$ cat src/include/ident_defs.svh
`ifndef IDENT_DEFS_SVH
`define IDENT_DEFS_SVH

// ==================================================
// Register offsets
`define OFS_DEVICE_TYPE   8'h01
`define OFS_MODE_STATUS   8'h02
`define OFS_INT1          8'h03
`define OFS_INT2          8'h04
`define OFS_CONV_RESULT   8'h05
`define OFS_ID_STATUS     8'h06
`define OFS_TIMING1       8'h07

// ==================================================
// Field positions
`define MODE_ACTIVE_BIT   0
`define MODE_POWER_SAVE_FLAG_BIT    1
`define MODE_RESET_BIT    2
`define INT1_ATTACH_BIT   0
`define INT1_DETACH_BIT   1
`define INT1_STUCK_BIT    2
`define INT1_RECOV_BIT    3
`define INT2_UNKNOWN_BIT  0
`define STAT_ID_OPEN_BIT  0
`define STAT_CONV_BIT     1
`define DTYPE_SUPPLY_BIT  0
`define DTYPE_AUDIO1_BIT  1
`define DTYPE_UART_BIT    2

// ==================================================
// Reset values and codes
`define TIMING1_RST       8'h00
`define CODE_LOW_R        5'h00
`define CODE_FLOAT        5'h1f
`define CODE_AUDIO1       5'h1a
`define CODE_UART         5'h16
`define CODE_KEY_LO       5'h01
`define CODE_KEY_HI       5'h0c

// ==================================================
// Timing
`define CLK_KHZ           40000
`define STUCK_TIME_MS     1500
`define STUCK_KEY_CYCLES  (`STUCK_TIME_MS * `CLK_KHZ)
`define WAKE_STEP_CYCLES  4000

`endif

$ cat src/include/ident_pkg.sv
package ident_pkg;

  typedef enum logic [5:0] {
    ST_STANDBY   = 6'h01,
    ST_IDENT     = 6'h02,
    ST_CONV_WAIT = 6'h04,
    ST_ATTACHED  = 6'h08,
    ST_KEY_CHECK = 6'h10,
    ST_KEY_STUCK = 6'h20
  } mode_state_t;

  typedef logic [4:0] conv_code_t;

endpackage : ident_pkg
$ cat src/core/id_conv_ctrl.sv
`timescale 1ns/10ps
module id_conv_ctrl
  import ident_pkg::*;
(
  // Clock and reset
  input  wire logic       clk_in,
  input  wire logic       rst_in,
  // Request from the core
  input  wire logic       start_in,
  // Converter handshake
  input  wire logic       conv_done_in,
  input  wire conv_code_t conv_code_in,
  output logic            conv_enable_out,
  // Result
  output logic            done_out,
  output conv_code_t      code_out
);

  // ==================================================
  // One conversion per request; enable drops by itself
  always_ff @(posedge clk_in) begin
    if (rst_in) begin
      conv_enable_out <= 1'b0;
    end else if (conv_enable_out && conv_done_in) begin
      conv_enable_out <= 1'b0;
    end else if (start_in) begin
      conv_enable_out <= 1'b1;
    end
  end

  always_ff @(posedge clk_in) begin
    if (rst_in) begin
      done_out <= 1'b0;
      code_out <= 5'h00;
    end else begin
      done_out <= conv_enable_out && conv_done_in;
      if (conv_enable_out && conv_done_in) begin
        code_out <= conv_code_in;
      end
    end
  end

endmodule : id_conv_ctrl

$ cat src/core/key_hold_timer.sv
`timescale 1ns/10ps
module key_hold_timer #(
  parameter int unsigned CYCLES = 60000000
) (
  // Clock and reset
  input  wire logic clk_in,
  input  wire logic rst_in,
  // Control
  input  wire logic start_in,
  input  wire logic run_in,
  // Status
  output logic      expired_out
);

  logic [25:0] count_reg;

  // ==================================================
  // Saturating hold counter
  always_ff @(posedge clk_in) begin
    if (rst_in || start_in) begin
      count_reg   <= 26'h0;
      expired_out <= 1'b0;
    end else if (run_in && !expired_out) begin
      count_reg   <= count_reg + 26'h1;
      expired_out <= (count_reg == 26'(CYCLES - 1));
    end
  end

endmodule : key_hold_timer

$ cat src/core/mode_ident_core.sv
// Contract
// Reset flag sets on power-on, io supply fall or I2C reset; read clears it.
// Mode bits power-save,active: 00 standby, 01 active, 11 power save.
// Mode bits are read/write; writing 0x00 forces standby.
// After forced standby an attached accessory restarts identification.
// Supply absent with VBUS: switch on, charge level high-z, registers reset.
// VBUS only: no identification, charge level stays high-z.
// Supply up with VBUS present: standby then straight into VBUS detection.
// Power-on reset clears registers; switch stays on if VBUS present.
// Supply up without VBUS: reset, standby, switch off, await attachment.
// Standby watches ID and VBUS; either attachment starts identification.
// Conclusion sets device-type bit and attach interrupt.
// Unidentified accessory sets unknown-accessory interrupt.
// ID-open flag clears below 1 megohm and sets when removed.
// ID-open fall starts identification; rise starts detachment. The code detaches on the rise only while VBUS is absent.
// Identification end raises the ident-done signal.
// ID-open clear requests one 5-bit conversion.
// Conversion end sets done bit, stores code, drops enable.
// With audio type 1 cable the converter also decodes keys. The code stops converting once audio type 1 is attached.
// Code 00000 means very low resistance, 11111 floating line.
// Codes rise with resistance from 00001 to 11110.
// Key code starts stuck check; release within 1.5 s restarts identification.
// Stuck key released raises key-recovered then restarts identification.
// Host interrupt low on status change, high once all bits are read.
// Standby samples ID with period set by timing register wake bits.
// Undefined mode code written by host causes no mode change.
`timescale 1ns/10ps
`include "ident_defs.svh"
module mode_ident_core
  import ident_pkg::*;
#(
  parameter int unsigned STUCK_CYCLES = `STUCK_KEY_CYCLES
) (
  // Clock and reset
  input  wire logic       clk_in,
  input  wire logic       rst_in,
  // Supplies and line status
  input  wire logic       core_supply_ok_in,
  input  wire logic       vbus_present_in,
  input  wire logic       io_supply_in,
  input  wire logic       i2c_hw_reset_in,
  input  wire logic       id_below_1m_in,
  // ID converter
  input  wire logic       conv_done_in,
  input  wire conv_code_t conv_code_in,
  output logic            conv_enable_out,
  // Register port from the I2C slave
  input  wire logic [7:0] reg_addr_in,
  input  wire logic       reg_wr_in,
  input  wire logic       reg_rd_in,
  input  wire logic [7:0] reg_wdata_in,
  output logic      [7:0] reg_rdata_out,
  // Pins and status
  output logic            host_irq_n_out,
  output logic            power_switch_out,
  output logic            charge_level_output_out,
  output logic            charge_level_output_oe_n_out,
  output logic            id_ident_done_out
);

  // ==================================================
  // Helpers
  function automatic logic is_key(input conv_code_t code);
    is_key = (code >= `CODE_KEY_LO) && (code <= `CODE_KEY_HI);
  endfunction : is_key

  function automatic logic [7:0] classify(input conv_code_t code, input logic vbus);
    classify = 8'h00;
    if (code == `CODE_AUDIO1) begin
      classify[`DTYPE_AUDIO1_BIT] = 1'b1;
    end else if (code == `CODE_UART) begin
      classify[`DTYPE_UART_BIT] = 1'b1;
    end else if ((code == `CODE_FLOAT) && vbus) begin
      classify[`DTYPE_SUPPLY_BIT] = 1'b1;
    end
  endfunction : classify

  function automatic logic hit(input logic [7:0] addr, input logic [7:0] ofs);
    hit = (addr == ofs);
  endfunction : hit

  // ==================================================
  // Declarations
  mode_state_t state_reg;
  logic        hold;
  logic        io_prev_reg;
  logic        reset_flag_reg;
  logic        power_save_flag_reg;
  logic        id_open_reg;
  logic        id_open_prev_reg;
  logic [19:0] wake_cnt_reg;
  logic        id_tick;
  logic [7:0]  timing1_reg;
  logic [7:0]  dtype_reg;
  logic [7:0]  int1_reg;
  logic [7:0]  int2_reg;
  logic [4:0]  result_reg;
  logic        conv_flag_reg;
  logic        conv_start;
  logic        conv_done;
  conv_code_t  conv_code;
  logic        key_expired;
  logic        key_start;
  logic        conclude;
  logic [7:0]  conclude_type;
  logic        detach;
  logic        mode_wr;
  logic        force_standby;
  logic        released;
  logic        stuck_set;
  logic        recov_set;

  // Supply absence holds everything but the io supply edge register in reset like the power-on reset
  assign hold = rst_in || !core_supply_ok_in;

  // ==================================================
  // Submodules
  id_conv_ctrl u_conv (
    .clk_in          (clk_in),
    .rst_in          (hold),
    .start_in        (conv_start),
    .conv_done_in    (conv_done_in),
    .conv_code_in    (conv_code_in),
    .conv_enable_out (conv_enable_out),
    .done_out        (conv_done),
    .code_out        (conv_code)
  );

  key_hold_timer #(
    .CYCLES (STUCK_CYCLES)
  ) u_timer (
    .clk_in      (clk_in),
    .rst_in      (hold),
    .start_in    (key_start),
    .run_in      (state_reg == ST_KEY_CHECK),
    .expired_out (key_expired)
  );

  // ==================================================
  // Host mode writes
  assign mode_wr       = reg_wr_in && hit(reg_addr_in, `OFS_MODE_STATUS);
  // Undefined code 10 is dropped, not decoded
  assign force_standby = mode_wr && (reg_wdata_in[1:0] == 2'b00);

  // ==================================================
  // ID sampling: periodic in standby to save current, every cycle otherwise
  always_ff @(posedge clk_in) begin
    if (hold || (state_reg != ST_STANDBY) || id_tick) begin
      wake_cnt_reg <= 20'h0;
    end else begin
      wake_cnt_reg <= wake_cnt_reg + 20'h1;
    end
  end

  assign id_tick = (state_reg != ST_STANDBY) ||
                   (wake_cnt_reg == 20'(({16'h0, timing1_reg[3:0]} + 20'h1) * `WAKE_STEP_CYCLES - 1));

  always_ff @(posedge clk_in) begin
    if (hold) begin
      id_open_reg      <= 1'b1;
      id_open_prev_reg <= 1'b1;
    end else begin
      if (id_tick) begin
        id_open_reg <= !id_below_1m_in;
      end
      id_open_prev_reg <= id_open_reg;
    end
  end

  // ==================================================
  // Identification events
  assign released  = conv_done && !is_key(conv_code);
  assign key_start = (state_reg == ST_CONV_WAIT) && conv_done && is_key(conv_code);
  assign stuck_set = (state_reg == ST_KEY_CHECK) && key_expired && !released;
  assign recov_set = (state_reg == ST_KEY_STUCK) && released;
  assign conclude  = ((state_reg == ST_CONV_WAIT) && conv_done && !is_key(conv_code)) ||
                     ((state_reg == ST_IDENT) && id_open_reg && vbus_present_in);
  assign conclude_type = (state_reg == ST_IDENT) ? classify(`CODE_FLOAT, vbus_present_in)
                                                 : classify(conv_code, vbus_present_in);
  // With VBUS absent, rising ID-open, or nothing on ID once attached, ends the session
  assign detach    = (state_reg != ST_STANDBY) && id_open_reg && !vbus_present_in &&
                     ((id_open_reg && !id_open_prev_reg) || (state_reg == ST_ATTACHED));

  // Conversion requests: first one on ID-open fall, repeats while a key is tracked
  assign conv_start = !conv_enable_out && !force_standby && !detach && (
                        ((state_reg == ST_IDENT) && !id_open_reg) ||
                        key_start ||
                        (((state_reg == ST_KEY_CHECK) || (state_reg == ST_KEY_STUCK)) &&
                         conv_done && is_key(conv_code)));

  // ==================================================
  // Mode state machine
  always_ff @(posedge clk_in) begin
    if (hold) begin
      state_reg <= ST_STANDBY;
    end else if (force_standby || detach) begin
      state_reg <= ST_STANDBY;
    end else begin
      case (state_reg)
        ST_STANDBY: begin
          // Level watch also restarts after a forced standby
          if (vbus_present_in || !id_open_reg) begin
            state_reg <= ST_IDENT;
          end
        end
        ST_IDENT: begin
          if (!id_open_reg) begin
            state_reg <= ST_CONV_WAIT;
          end else if (vbus_present_in) begin
            state_reg <= ST_ATTACHED;
          end
        end
        ST_CONV_WAIT: begin
          if (key_start) begin
            state_reg <= ST_KEY_CHECK;
          end else if (conclude) begin
            state_reg <= ST_ATTACHED;
          end
        end
        ST_KEY_CHECK: begin
          if (released) begin
            state_reg <= ST_IDENT;
          end else if (stuck_set) begin
            state_reg <= ST_KEY_STUCK;
          end
        end
        ST_KEY_STUCK: begin
          if (recov_set) begin
            state_reg <= ST_IDENT;
          end
        end
        ST_ATTACHED: begin
          state_reg <= ST_ATTACHED;
        end
        default: begin
          state_reg <= ST_STANDBY;
        end
      endcase
    end
  end

  // ==================================================
  // Power save bit: only meaningful while a session is active
  always_ff @(posedge clk_in) begin
    if (hold || force_standby || detach || (state_reg == ST_STANDBY)) begin
      power_save_flag_reg <= 1'b0;
    end else if (mode_wr && reg_wdata_in[`MODE_ACTIVE_BIT]) begin
      power_save_flag_reg <= reg_wdata_in[`MODE_POWER_SAVE_FLAG_BIT];
    end
  end

  // ==================================================
  // Reset-occurred flag; a new reset event wins over the read clear
  always_ff @(posedge clk_in) begin
    if (rst_in) begin
      io_prev_reg <= 1'b0;
    end else begin
      io_prev_reg <= io_supply_in;
    end
  end

  always_ff @(posedge clk_in) begin
    if (hold || i2c_hw_reset_in || (io_prev_reg && !io_supply_in)) begin
      reset_flag_reg <= 1'b1;
    end else if (reg_rd_in && hit(reg_addr_in, `OFS_MODE_STATUS)) begin
      reset_flag_reg <= 1'b0;
    end
  end

  // ==================================================
  // Timing register
  always_ff @(posedge clk_in) begin
    if (hold) begin
      timing1_reg <= `TIMING1_RST;
    end else if (reg_wr_in && hit(reg_addr_in, `OFS_TIMING1)) begin
      timing1_reg <= reg_wdata_in;
    end
  end

  // ==================================================
  // Device type and converter result
  always_ff @(posedge clk_in) begin
    if (hold || detach || force_standby) begin
      dtype_reg <= 8'h00;
    end else if (conclude) begin
      dtype_reg <= conclude_type;
    end
  end

  always_ff @(posedge clk_in) begin
    if (hold) begin
      result_reg <= 5'h00;
    end else if (conv_done) begin
      result_reg <= conv_code;
    end
  end

  always_ff @(posedge clk_in) begin
    if (hold) begin
      conv_flag_reg <= 1'b0;
    end else if (conv_done) begin
      conv_flag_reg <= 1'b1;
    end else if (reg_rd_in && hit(reg_addr_in, `OFS_CONV_RESULT)) begin
      conv_flag_reg <= 1'b0;
    end
  end

  always_ff @(posedge clk_in) begin
    if (hold) begin
      id_ident_done_out <= 1'b0;
    end else begin
      id_ident_done_out <= conclude;
    end
  end

  // ==================================================
  // Interrupt bits are read-clear; a same-cycle event survives the read
  always_ff @(posedge clk_in) begin
    if (hold) begin
      int1_reg <= 8'h00;
    end else begin
      if (reg_rd_in && hit(reg_addr_in, `OFS_INT1)) begin
        int1_reg <= 8'h00;
      end
      if (conclude) begin
        int1_reg[`INT1_ATTACH_BIT] <= 1'b1;
      end
      if (detach && (state_reg == ST_ATTACHED)) begin
        int1_reg[`INT1_DETACH_BIT] <= 1'b1;
      end
      if (stuck_set) begin
        int1_reg[`INT1_STUCK_BIT] <= 1'b1;
      end
      if (recov_set) begin
        int1_reg[`INT1_RECOV_BIT] <= 1'b1;
      end
    end
  end

  always_ff @(posedge clk_in) begin
    if (hold) begin
      int2_reg <= 8'h00;
    end else if (conclude && (conclude_type == 8'h00)) begin
      int2_reg[`INT2_UNKNOWN_BIT] <= 1'b1;
    end else if (reg_rd_in && hit(reg_addr_in, `OFS_INT2)) begin
      int2_reg <= 8'h00;
    end
  end

  // Pin follows the bits one cycle later
  always_ff @(posedge clk_in) begin
    if (hold) begin
      host_irq_n_out <= 1'b1;
    end else begin
      host_irq_n_out <= !((|int1_reg) || (|int2_reg));
    end
  end

  // ==================================================
  // Power switch and charge level pin
  always_ff @(posedge clk_in) begin
    if (hold) begin
      power_switch_out <= vbus_present_in;
    end else begin
      power_switch_out <= vbus_present_in && (state_reg != ST_STANDBY);
    end
  end

  always_ff @(posedge clk_in) begin
    charge_level_output_out <= 1'b0;
    if (hold) begin
      charge_level_output_oe_n_out <= 1'b1;
    end else begin
      charge_level_output_oe_n_out <= !((state_reg == ST_ATTACHED) && dtype_reg[`DTYPE_SUPPLY_BIT]);
    end
  end

  // ==================================================
  // Register read port
  always_ff @(posedge clk_in) begin
    if (hold) begin
      reg_rdata_out <= 8'h00;
    end else if (reg_rd_in) begin
      case (reg_addr_in)
        `OFS_DEVICE_TYPE: reg_rdata_out <= dtype_reg;
        `OFS_MODE_STATUS: begin
          reg_rdata_out <= {5'h00, reset_flag_reg, power_save_flag_reg, (state_reg != ST_STANDBY)};
        end
        `OFS_INT1:        reg_rdata_out <= int1_reg;
        `OFS_INT2:        reg_rdata_out <= int2_reg;
        `OFS_CONV_RESULT: reg_rdata_out <= {3'h0, result_reg};
        `OFS_ID_STATUS:   reg_rdata_out <= {6'h00, conv_flag_reg, id_open_reg};
        `OFS_TIMING1:     reg_rdata_out <= timing1_reg;
        default:          reg_rdata_out <= 8'h00;
      endcase
    end
  end

endmodule : mode_ident_core

$ cat config.mk
export PLATFORM = sky130hd
export DESIGN_NAME = mode_ident_core
export DESIGN_NICKNAME = d
export VERILOG_FILES = /design/src/include/ident_pkg.sv /design/src/core/id_conv_ctrl.sv /design/src/core/key_hold_timer.sv /design/src/core/mode_ident_core.sv
export VERILOG_INCLUDE_DIRS = /design/src /design/src/include
export SDC_FILE = /design/constraint.sdc
export NUM_CORES = 1
export LEC_CHECK = 0
export BUFFER_PORTS_ARGS = -buffer_cell sky130_fd_sc_hd__buf_2
export CORE_AREA = 4 4 79 154
export CTS_CLUSTER_SIZE = 25
export DETAILED_ROUTE_END_ITERATION = 8
export DIE_AREA = 0 0 83 158
export PLACE_DENSITY = 0.77
export SETUP_SLACK_MARGIN = 0.2
export SLEW_MARGIN = 30
export SYNTH_ARGS = -nofsm -noshare
export SYNTH_HDL_FRONTEND = slang
export SYNTH_HIERARCHICAL = 1
export SYNTH_SLANG_ARGS = --single-unit
$ cat constraint.sdc
create_clock -name clk_in -period 7 [get_ports clk_in]
set_clock_uncertainty 0.2 [all_clocks]
set_input_delay 1.4 -clock clk_in [delete_from_list [all_inputs] [get_ports clk_in]]
set_output_delay 1.4 -clock clk_in [all_outputs]
set_load 0.1 [all_outputs]
==> results of run 1 <==
-- where the power goes --
group,internal [mW],switching (mW),leakage [nW],total [mW]
logic,0.0164,0.0378,1.42,0.0542
registers,0.565,0.00262,0.798,0.568
clock network,0.251,0.236,0.147,0.487
total,0.833,0.276,2.37,1.11
-- cell type report --
cell class,count,area [sq um]
Inverter,25,93.8
Tap cell,140,175
Sequential cell,99,1980
Clock inverter,7,70.1
Fill cell,977,4480
Clock buffer,9,225
Timing Repair Buffer,44,223
Multi-Input combinational cell,536,3700
-- per-stage QoR --
stage / power [mW] / cells / setup slack, ns / utilization (%)
detailed placement: 0.634 / 844 / 0.684 / 56.4
floorplan: 0.618 / 689 / 1.56 / -
CTS: 1.12 / 860 / 0.676 / 59.1
finish: 1.11 / 860 / 0.743 / 59.1
global route: 1.15 / 860 / 0.332 / 59.1
global placement: 0.633 / 844 / 0.927 / 56.4
-- how the worst max path moves through the flow --
| stage | start | endpoint | depth (start not counted) |
|---|---|---|---|
| after floorplan | timing1_reg[0]$_SDFFE_PP0P_ | id_open_reg$_SDFFE_PP1P_ | 14 |
| after global placement | timing1_reg[0]$_SDFFE_PP0P_ | wake_cnt_reg[8]$_SDFF_PP0_ | 14 |
| after detailed placement | timing1_reg[0]$_SDFFE_PP0P_ | wake_cnt_reg[18]$_SDFF_PP0_ | 14 |
| after CTS | timing1_reg[0]$_SDFFE_PP0P_ | wake_cnt_reg[6]$_SDFF_PP0_ | 14 |
| after global routing | timing1_reg[0]$_SDFFE_PP0P_ | wake_cnt_reg[7]$_SDFF_PP0_ | 14 |
| final | timing1_reg[0]$_SDFFE_PP0P_ | wake_cnt_reg[6]$_SDFF_PP0_ | 14 |
-- cell usage after synthesis (14+ instances only) --
cell type / instances
dfxtp_1: 99
nand2_1: 50
xor2_1: 19
o21ai_0: 19
nand4_1: 15
nand3_1: 45
xnor2_1: 33
nor3_1: 15
inv_1: 24
ha_1: 27
a21oi_1: 41
nor4_1: 14
or4_1: 16
clkbuf_1: 19
nor2_1: 81
-- cell usage in the layout, fill, tap and decap left out, types with 3 or more instances in the layout --
cell | Yosys | routed
fa_1 | 10 | 10
nand2_1 | 50 | 50
mux2_2 | 5 | 5
a221oi_1 | 3 | 3
dfxtp_1 | 99 | 99
xor2_1 | 19 | 19
nand3_1 | 45 | 45
a22oi_1 | 7 | 7
a211o_1 | 3 | 3
nor2_1 | 81 | 81
nand4_1 | 15 | 15
nor2b_1 | 11 | 11
or3_1 | 5 | 5
buf_2 | 3 | 43
o21ai_0 | 19 | 19
a21bo_1 | 5 | 5
o211ai_1 | 5 | 5
and3_1 | 3 | 3
nand4b_1 | 4 | 4
mux2i_1 | 11 | 11
a32oi_1 | 3 | 3
o21a_1 | 8 | 8
nor3_1 | 15 | 15
clkbuf_16 | 0 | 9
a211oi_1 | 4 | 4
xnor2_1 | 33 | 33
or4_1 | 16 | 16
nor4_1 | 14 | 14
o31ai_1 | 8 | 8
and4_1 | 4 | 4
inv_1 | 24 | 24
a21oi_1 | 41 | 41
ha_1 | 27 | 27
nand2b_1 | 8 | 8
-- cell families (layout without fill, tap and decap cells) --
kind of cell	count (synthesis)	in the layout
buffers and inverters	54	85
other	1	1
DFF	99	99
and+or+nand+nor	292	292
AOI/OAI and AO/OA	133	133
muxes	18	18
xor gates and xnor gates	55	55
adders and majority gates	37	37
-- critical path: cells and delay by family, from the launching register on --
kind	cells	cell delay, ns
compound gates	4	1.15
xor+xnor	1	0.57
fa+ha+maj	5	2.12
flops	1	0.54
simple gates	4	1.51
-- layer usage --
layer | global-route usage [%] | wire [microns]
met5 | 0 | 0
met4 | 11.2 | 515
met3 | 3.02 | 446
met2 | 41.2 | 7820
met1 | 22.2 | 5170
==> metrics.csv, run 1 <==
metric,value,unit
status,finished clean,
finalSetupViolations,0,
syn2layout_area_growth,9.21,%
postRouteAntennaNets,0,
relSlewSlack,40.1,%
vias_per_cell,6.04,
netlist_area,5920,sq um
async_flop_share,0,%
cts_sinks,99,
postPlaceCellArea,6170,sq um
grt_pass1_wl,23500,microns
drv_slew,0,
place.gp.congestion,0.852,
routedWlPerCell,16.2,microns
fmax,160,MHz
postSynthCellCount,689,
end_kind,register,
cts_resized,0,
overflow,0,
fin_crit,6.26,ns
hold_class,reg -> reg,
synth_edf_count,0,
synthesis.nets,757,
die_w,83,microns
drive_gt1_share,11.1,%
postLayoutCellArea,6470,sq um
postCtsSetupBuffers,0,
p_leak,2.37,nW
die_area,13100,sq um
min_to,charge_level_output_oe_n_out$_SDFF_PP1_,
cts_buffers,9,
port_buffers,43,
cp.required,7.00,ns
vdd_ir_drop_max,145,uV
num_vias,5194,
largest_reg_flops,26,
yosysTopAreaCellShare,33.5,%
synth_compound_gate_area_share,15.4,%
muxShareOfSynthArea,3.38,%
reg2reg_to,wake_cnt_reg[6]$_SDFF_PP0_,
power_density,171,nW/um^2
cp_common_cell,fa_1,
cp.arrival,6.26,ns
maxCapViolations,0,
ys_warn_count,6,
ys_types,82,
crit_chain,ha_1 > xor2_1 > fa_1 > fa_1 > fa_1 > ha_1 > or4_4 > a21oi_2 > o211ai_2 > or4_4 > nor4_1 > o2111ai_2 > o211ai_2 > nor2_1,
cpPeakStageDelay,0.69,ns
synthXorXnorAreaFrac,8.85,%
gr-usage-all-layers,21.4,%
io_pins,45,
postCtsHoldBufs,0,
startpoint_type,register,
grt_pass1_vias,5116,
rsz0062_at_grt,no,
core,10900,sq um
hold_depth,1,
drt_pass1_iterations,5,
drcViolationCount,0,
finalHoldViolCount,0,
r2r-start,timing1_reg[0]$_SDFFE_PP0P_,
hp-start,dtype_reg[0]$_SDFFE_PP0P_,
start_util,54.1,%
synth-adder-area-share,9.08,%
synthTopCellsByArea,"dfxtp_1 33%, ha_1 5.7%, nor2_1 5.1%",
antenna_cells,0,
synth_area_per_cell,8.60,sq um
cts_root_buf,clkbuf_16,
fin_nets,783,
die_h,158,microns
cts_tree,done,
synth_seq_area_share,33.5,%
hpwl,10700,microns
whs,0.239,ns
synthSimpleGateAreaFrac,25.7,%
worst_pin_slew,0.896,ns
clkLatencyLatePin,0.35,ns
drt_iter0_drc,355,
synth_top_family_by_area,simple AND/OR/NAND/NOR gates,
path_clk_slew,0.07,ns
worst_path_max_delay_cell,o211ai_2,
synth-main-ff-cell,dfxtp_1,
std_cell_rows,54,
rrSetupSlack,0.74,ns
cp_max_fo,20,
yosysTopAreaCell,dfxtp_1,
antenna_found_initial,0,
reg2reg_depth,14,
ys_seq_elements,99,
finalCritPeriodShare,89.4,%
htreeDepth,3,
crit_type,reg -> reg,
wirelength,13900,microns
grt_max_degree,37,
cts_buffer_depth,2,
tns,0,ns
No activity file was read; power rests on OpenSTA's default activity.
==> run 2: changes to the inputs <==
CORE_AREA = 2 2 77 152   (was 4 4 79 154)
DIE_AREA = 0 0 79 154   (was 0 0 83 158)
==> run 2 against run 1 <==
Against the previous run: sequential cell count did not move; non-clock buffer count increased by 1; die area is 7.2% lower; worst setup slack worse by 0.052 ns; clock power increased by 7.0%; combinational power rose by 0.7%; sequential share of layout area decreased by 0.16 points.
==> metrics.csv, run 2 (synthesis results as in run 1) <==
metric,value,unit,change
fin_nets,784,,was 783
drcViolationCount,0,,unchanged
gr-usage-all-layers,23.3,%,was 21.4%
antenna_cells,0,,unchanged
cp.required,7.00,ns,about the same
crit_chain,ha_1 > xor2_1 > fa_1 > fa_1 > fa_1 > ha_1 > or4_4 > a21oi_2 > o211ai_2 > or4_4 > nor4_1 > o2111ai_2 > o211ai_2 > nor2_1,,unchanged
finalCritPeriodShare,90.1,%,was 89.4%
worst_path_max_delay_cell,o211ai_2,,unchanged
grt_pass1_wl,23200,microns,was 23500 microns
tns,0,ns,unchanged
std_cell_rows,54,,unchanged
cts_buffer_depth,2,,unchanged
path_clk_slew,0.07,ns,about the same
postCtsHoldBufs,0,,unchanged
rsz0062_at_grt,no,,unchanged
crit_type,reg -> reg,,unchanged
start_util,54.1,%,unchanged
die_h,154,microns,was 158 microns
cts_tree,done,,unchanged
port_buffers,43,,unchanged
cp_common_cell,fa_1,,unchanged
routedWlPerCell,16.5,microns,was 16.2 microns
drt_pass1_iterations,5,,unchanged
cp_max_fo,20,,unchanged
reg2reg_depth,14,,unchanged
antenna_found_initial,0,,unchanged
cts_root_buf,clkbuf_16,,unchanged
status,finished clean,,unchanged
final_cell_mix,"99 x dfxtp_1, 81 x nor2_1, 50 x nand2_1",,unchanged
die_w,79,microns,was 83 microns
overflow,0,,unchanged
post-route-util,59.4,%,was 59.1%
finalSetupViolations,0,,unchanged
grt_pass1_vias,5221,,was 5116
maxCapViolations,0,,unchanged
worst_pin_slew,0.978,ns,was 0.896 ns
fill_cells,953,,was 977
htreeDepth,3,,unchanged
clkLatencyLatePin,0.35,ns,about the same
reg2reg_to,wake_cnt_reg[5]$_SDFF_PP0_,,was wake_cnt_reg[6]$_SDFF_PP0_
rrSetupSlack,0.69,ns,was 0.74 ns
cp-endpoint,wake_cnt_reg[5]$_SDFF_PP0_,,was wake_cnt_reg[6]$_SDFF_PP0_
cts_resized,0,,unchanged
startpoint,timing1_reg[0]$_SDFFE_PP0P_,,unchanged
placedCellCount,845,,was 844
layout.cells.non_filler,861,,was 860
postCtsSetupBuffers,0,,unchanged
grt_max_degree,37,,unchanged
p_leak,2.38,nW,was 2.37 nW
io_pins,45,,unchanged
power_density,176,nW/um^2,was 171 nW/um^2
cts_sinks,99,,unchanged
finalHoldViolCount,0,,unchanged
place.gp.congestion,0.897,,was 0.852
cpPeakStageDelay,0.70,ns,was 0.69 ns
vias_per_cell,6.02,,was 6.04
num_vias,5181,,was 5194
fmax,158,MHz,was 160 MHz
hpwl,10500,microns,was 10700 microns
hold_class,reg -> reg,,unchanged
cts_buffers,9,,unchanged
cp.arrival,6.31,ns,was 6.26 ns
drt_iter0_drc,318,,was 355
wirelength,14200,microns,was 13900 microns
drive_gt1_share,11.2,%,was 11.1%
die_area,12200,sq um,was 13100 sq um
r2r-start,timing1_reg[0]$_SDFFE_PP0P_,,unchanged
end_kind,register,,unchanged
fin_crit,6.31,ns,was 6.26 ns
vdd_ir_drop_max,131,uV,was 145 uV
relSlewSlack,34.2,%,was 40.1%
layout_commonest_cell,dfxtp_1,,unchanged
core,10900,sq um,unchanged
postRouteAntennaNets,0,,unchanged
largest_reg_flops,26,,unchanged
startpoint_type,register,,unchanged
drv_slew,0,,unchanged
syn2layout_area_growth,9.78,%,was 9.21%
## run 2: changes by cell type in the layout (fill, tap and decap cells not counted), sizes merged
cell	delta
clkinv	-1
inv	-1
clkinvlp	+1
buf	+1
bufinv	+1
## run 2: cell type report
class | count | area (sq um) | area share [%]
Timing Repair Buffer | 45 | 230 | 3.54
Tap cell | 140 | 175 | 2.69
Clock buffer | 9 | 225 | 3.46
Multi-Input combinational cell | 536 | 3700 | 56.9
Clock inverter | 7 | 96.3 | 1.48
Sequential cell | 99 | 1980 | 30.5
Inverter | 25 | 93.8 | 1.44
## run 2: per-layer routing
layer  up-vias  global-route usage, %  share of wire [%]
li1       2538                      -                  -
met1      2459                   23.9                 38
met2       141                   43.7                 55
met3        43                   3.40                3.3
met4         0                   12.2                4.2
met5         -                      0                  0
## run 2: worst min-delay path by stage
stage	startpoint	to	cells after the start
6_report	dtype_reg[0]$_SDFFE_PP0P_	charge_level_output_oe_n_out$_SDFF_PP1_	1
5_1_grt	dtype_reg[0]$_SDFFE_PP0P_	charge_level_output_oe_n_out$_SDFF_PP1_	1
4_1_cts	dtype_reg[0]$_SDFFE_PP0P_	charge_level_output_oe_n_out$_SDFF_PP1_	1
3_5_place_dp	dtype_reg[0]$_SDFFE_PP0P_	charge_level_output_oe_n_out$_SDFF_PP1_	1
3_3_place_gp	dtype_reg[0]$_SDFFE_PP0P_	charge_level_output_oe_n_out$_SDFF_PP1_	1
2_1_floorplan	dtype_reg[0]$_SDFFE_PP0P_	charge_level_output_oe_n_out$_SDFF_PP1_	1
## run 2: where the power goes
part	switching (mW)	total (mW)	internal [mW]
clock	0.234	0.521	0.286
combinational	0.0379	0.0546	0.0168
sequential	0.00285	0.568	0.565
total	0.275	1.14	0.868
## run 2: worst max-delay path: cells and delay by family (launching register included)
family                     cells  cell delay, ns
adders and majority gates      5            2.12
and+or+nand+nor                4            1.56
xor gates and xnor gates       1            0.59
DFF                            1            0.54
AOI/OAI and AO/OA              4            1.14
## run 2: stage by stage
| step | worst slack [ns] | total power, mW | hold slack [ns] | area, sq um |
|---|---|---|---|---|
| floorplan | 1.56 | 0.618 | 0.179 | 5920 |
| global placement | 0.927 | 0.633 | 0.215 | 6180 |
| detailed placement | 0.689 | 0.635 | 0.227 | 6180 |
| CTS | 0.707 | 1.15 | 0.244 | 6500 |
| global route | 0.404 | 1.18 | 0.266 | 6500 |
| finish | 0.691 | 1.14 | 0.249 | 6500 |
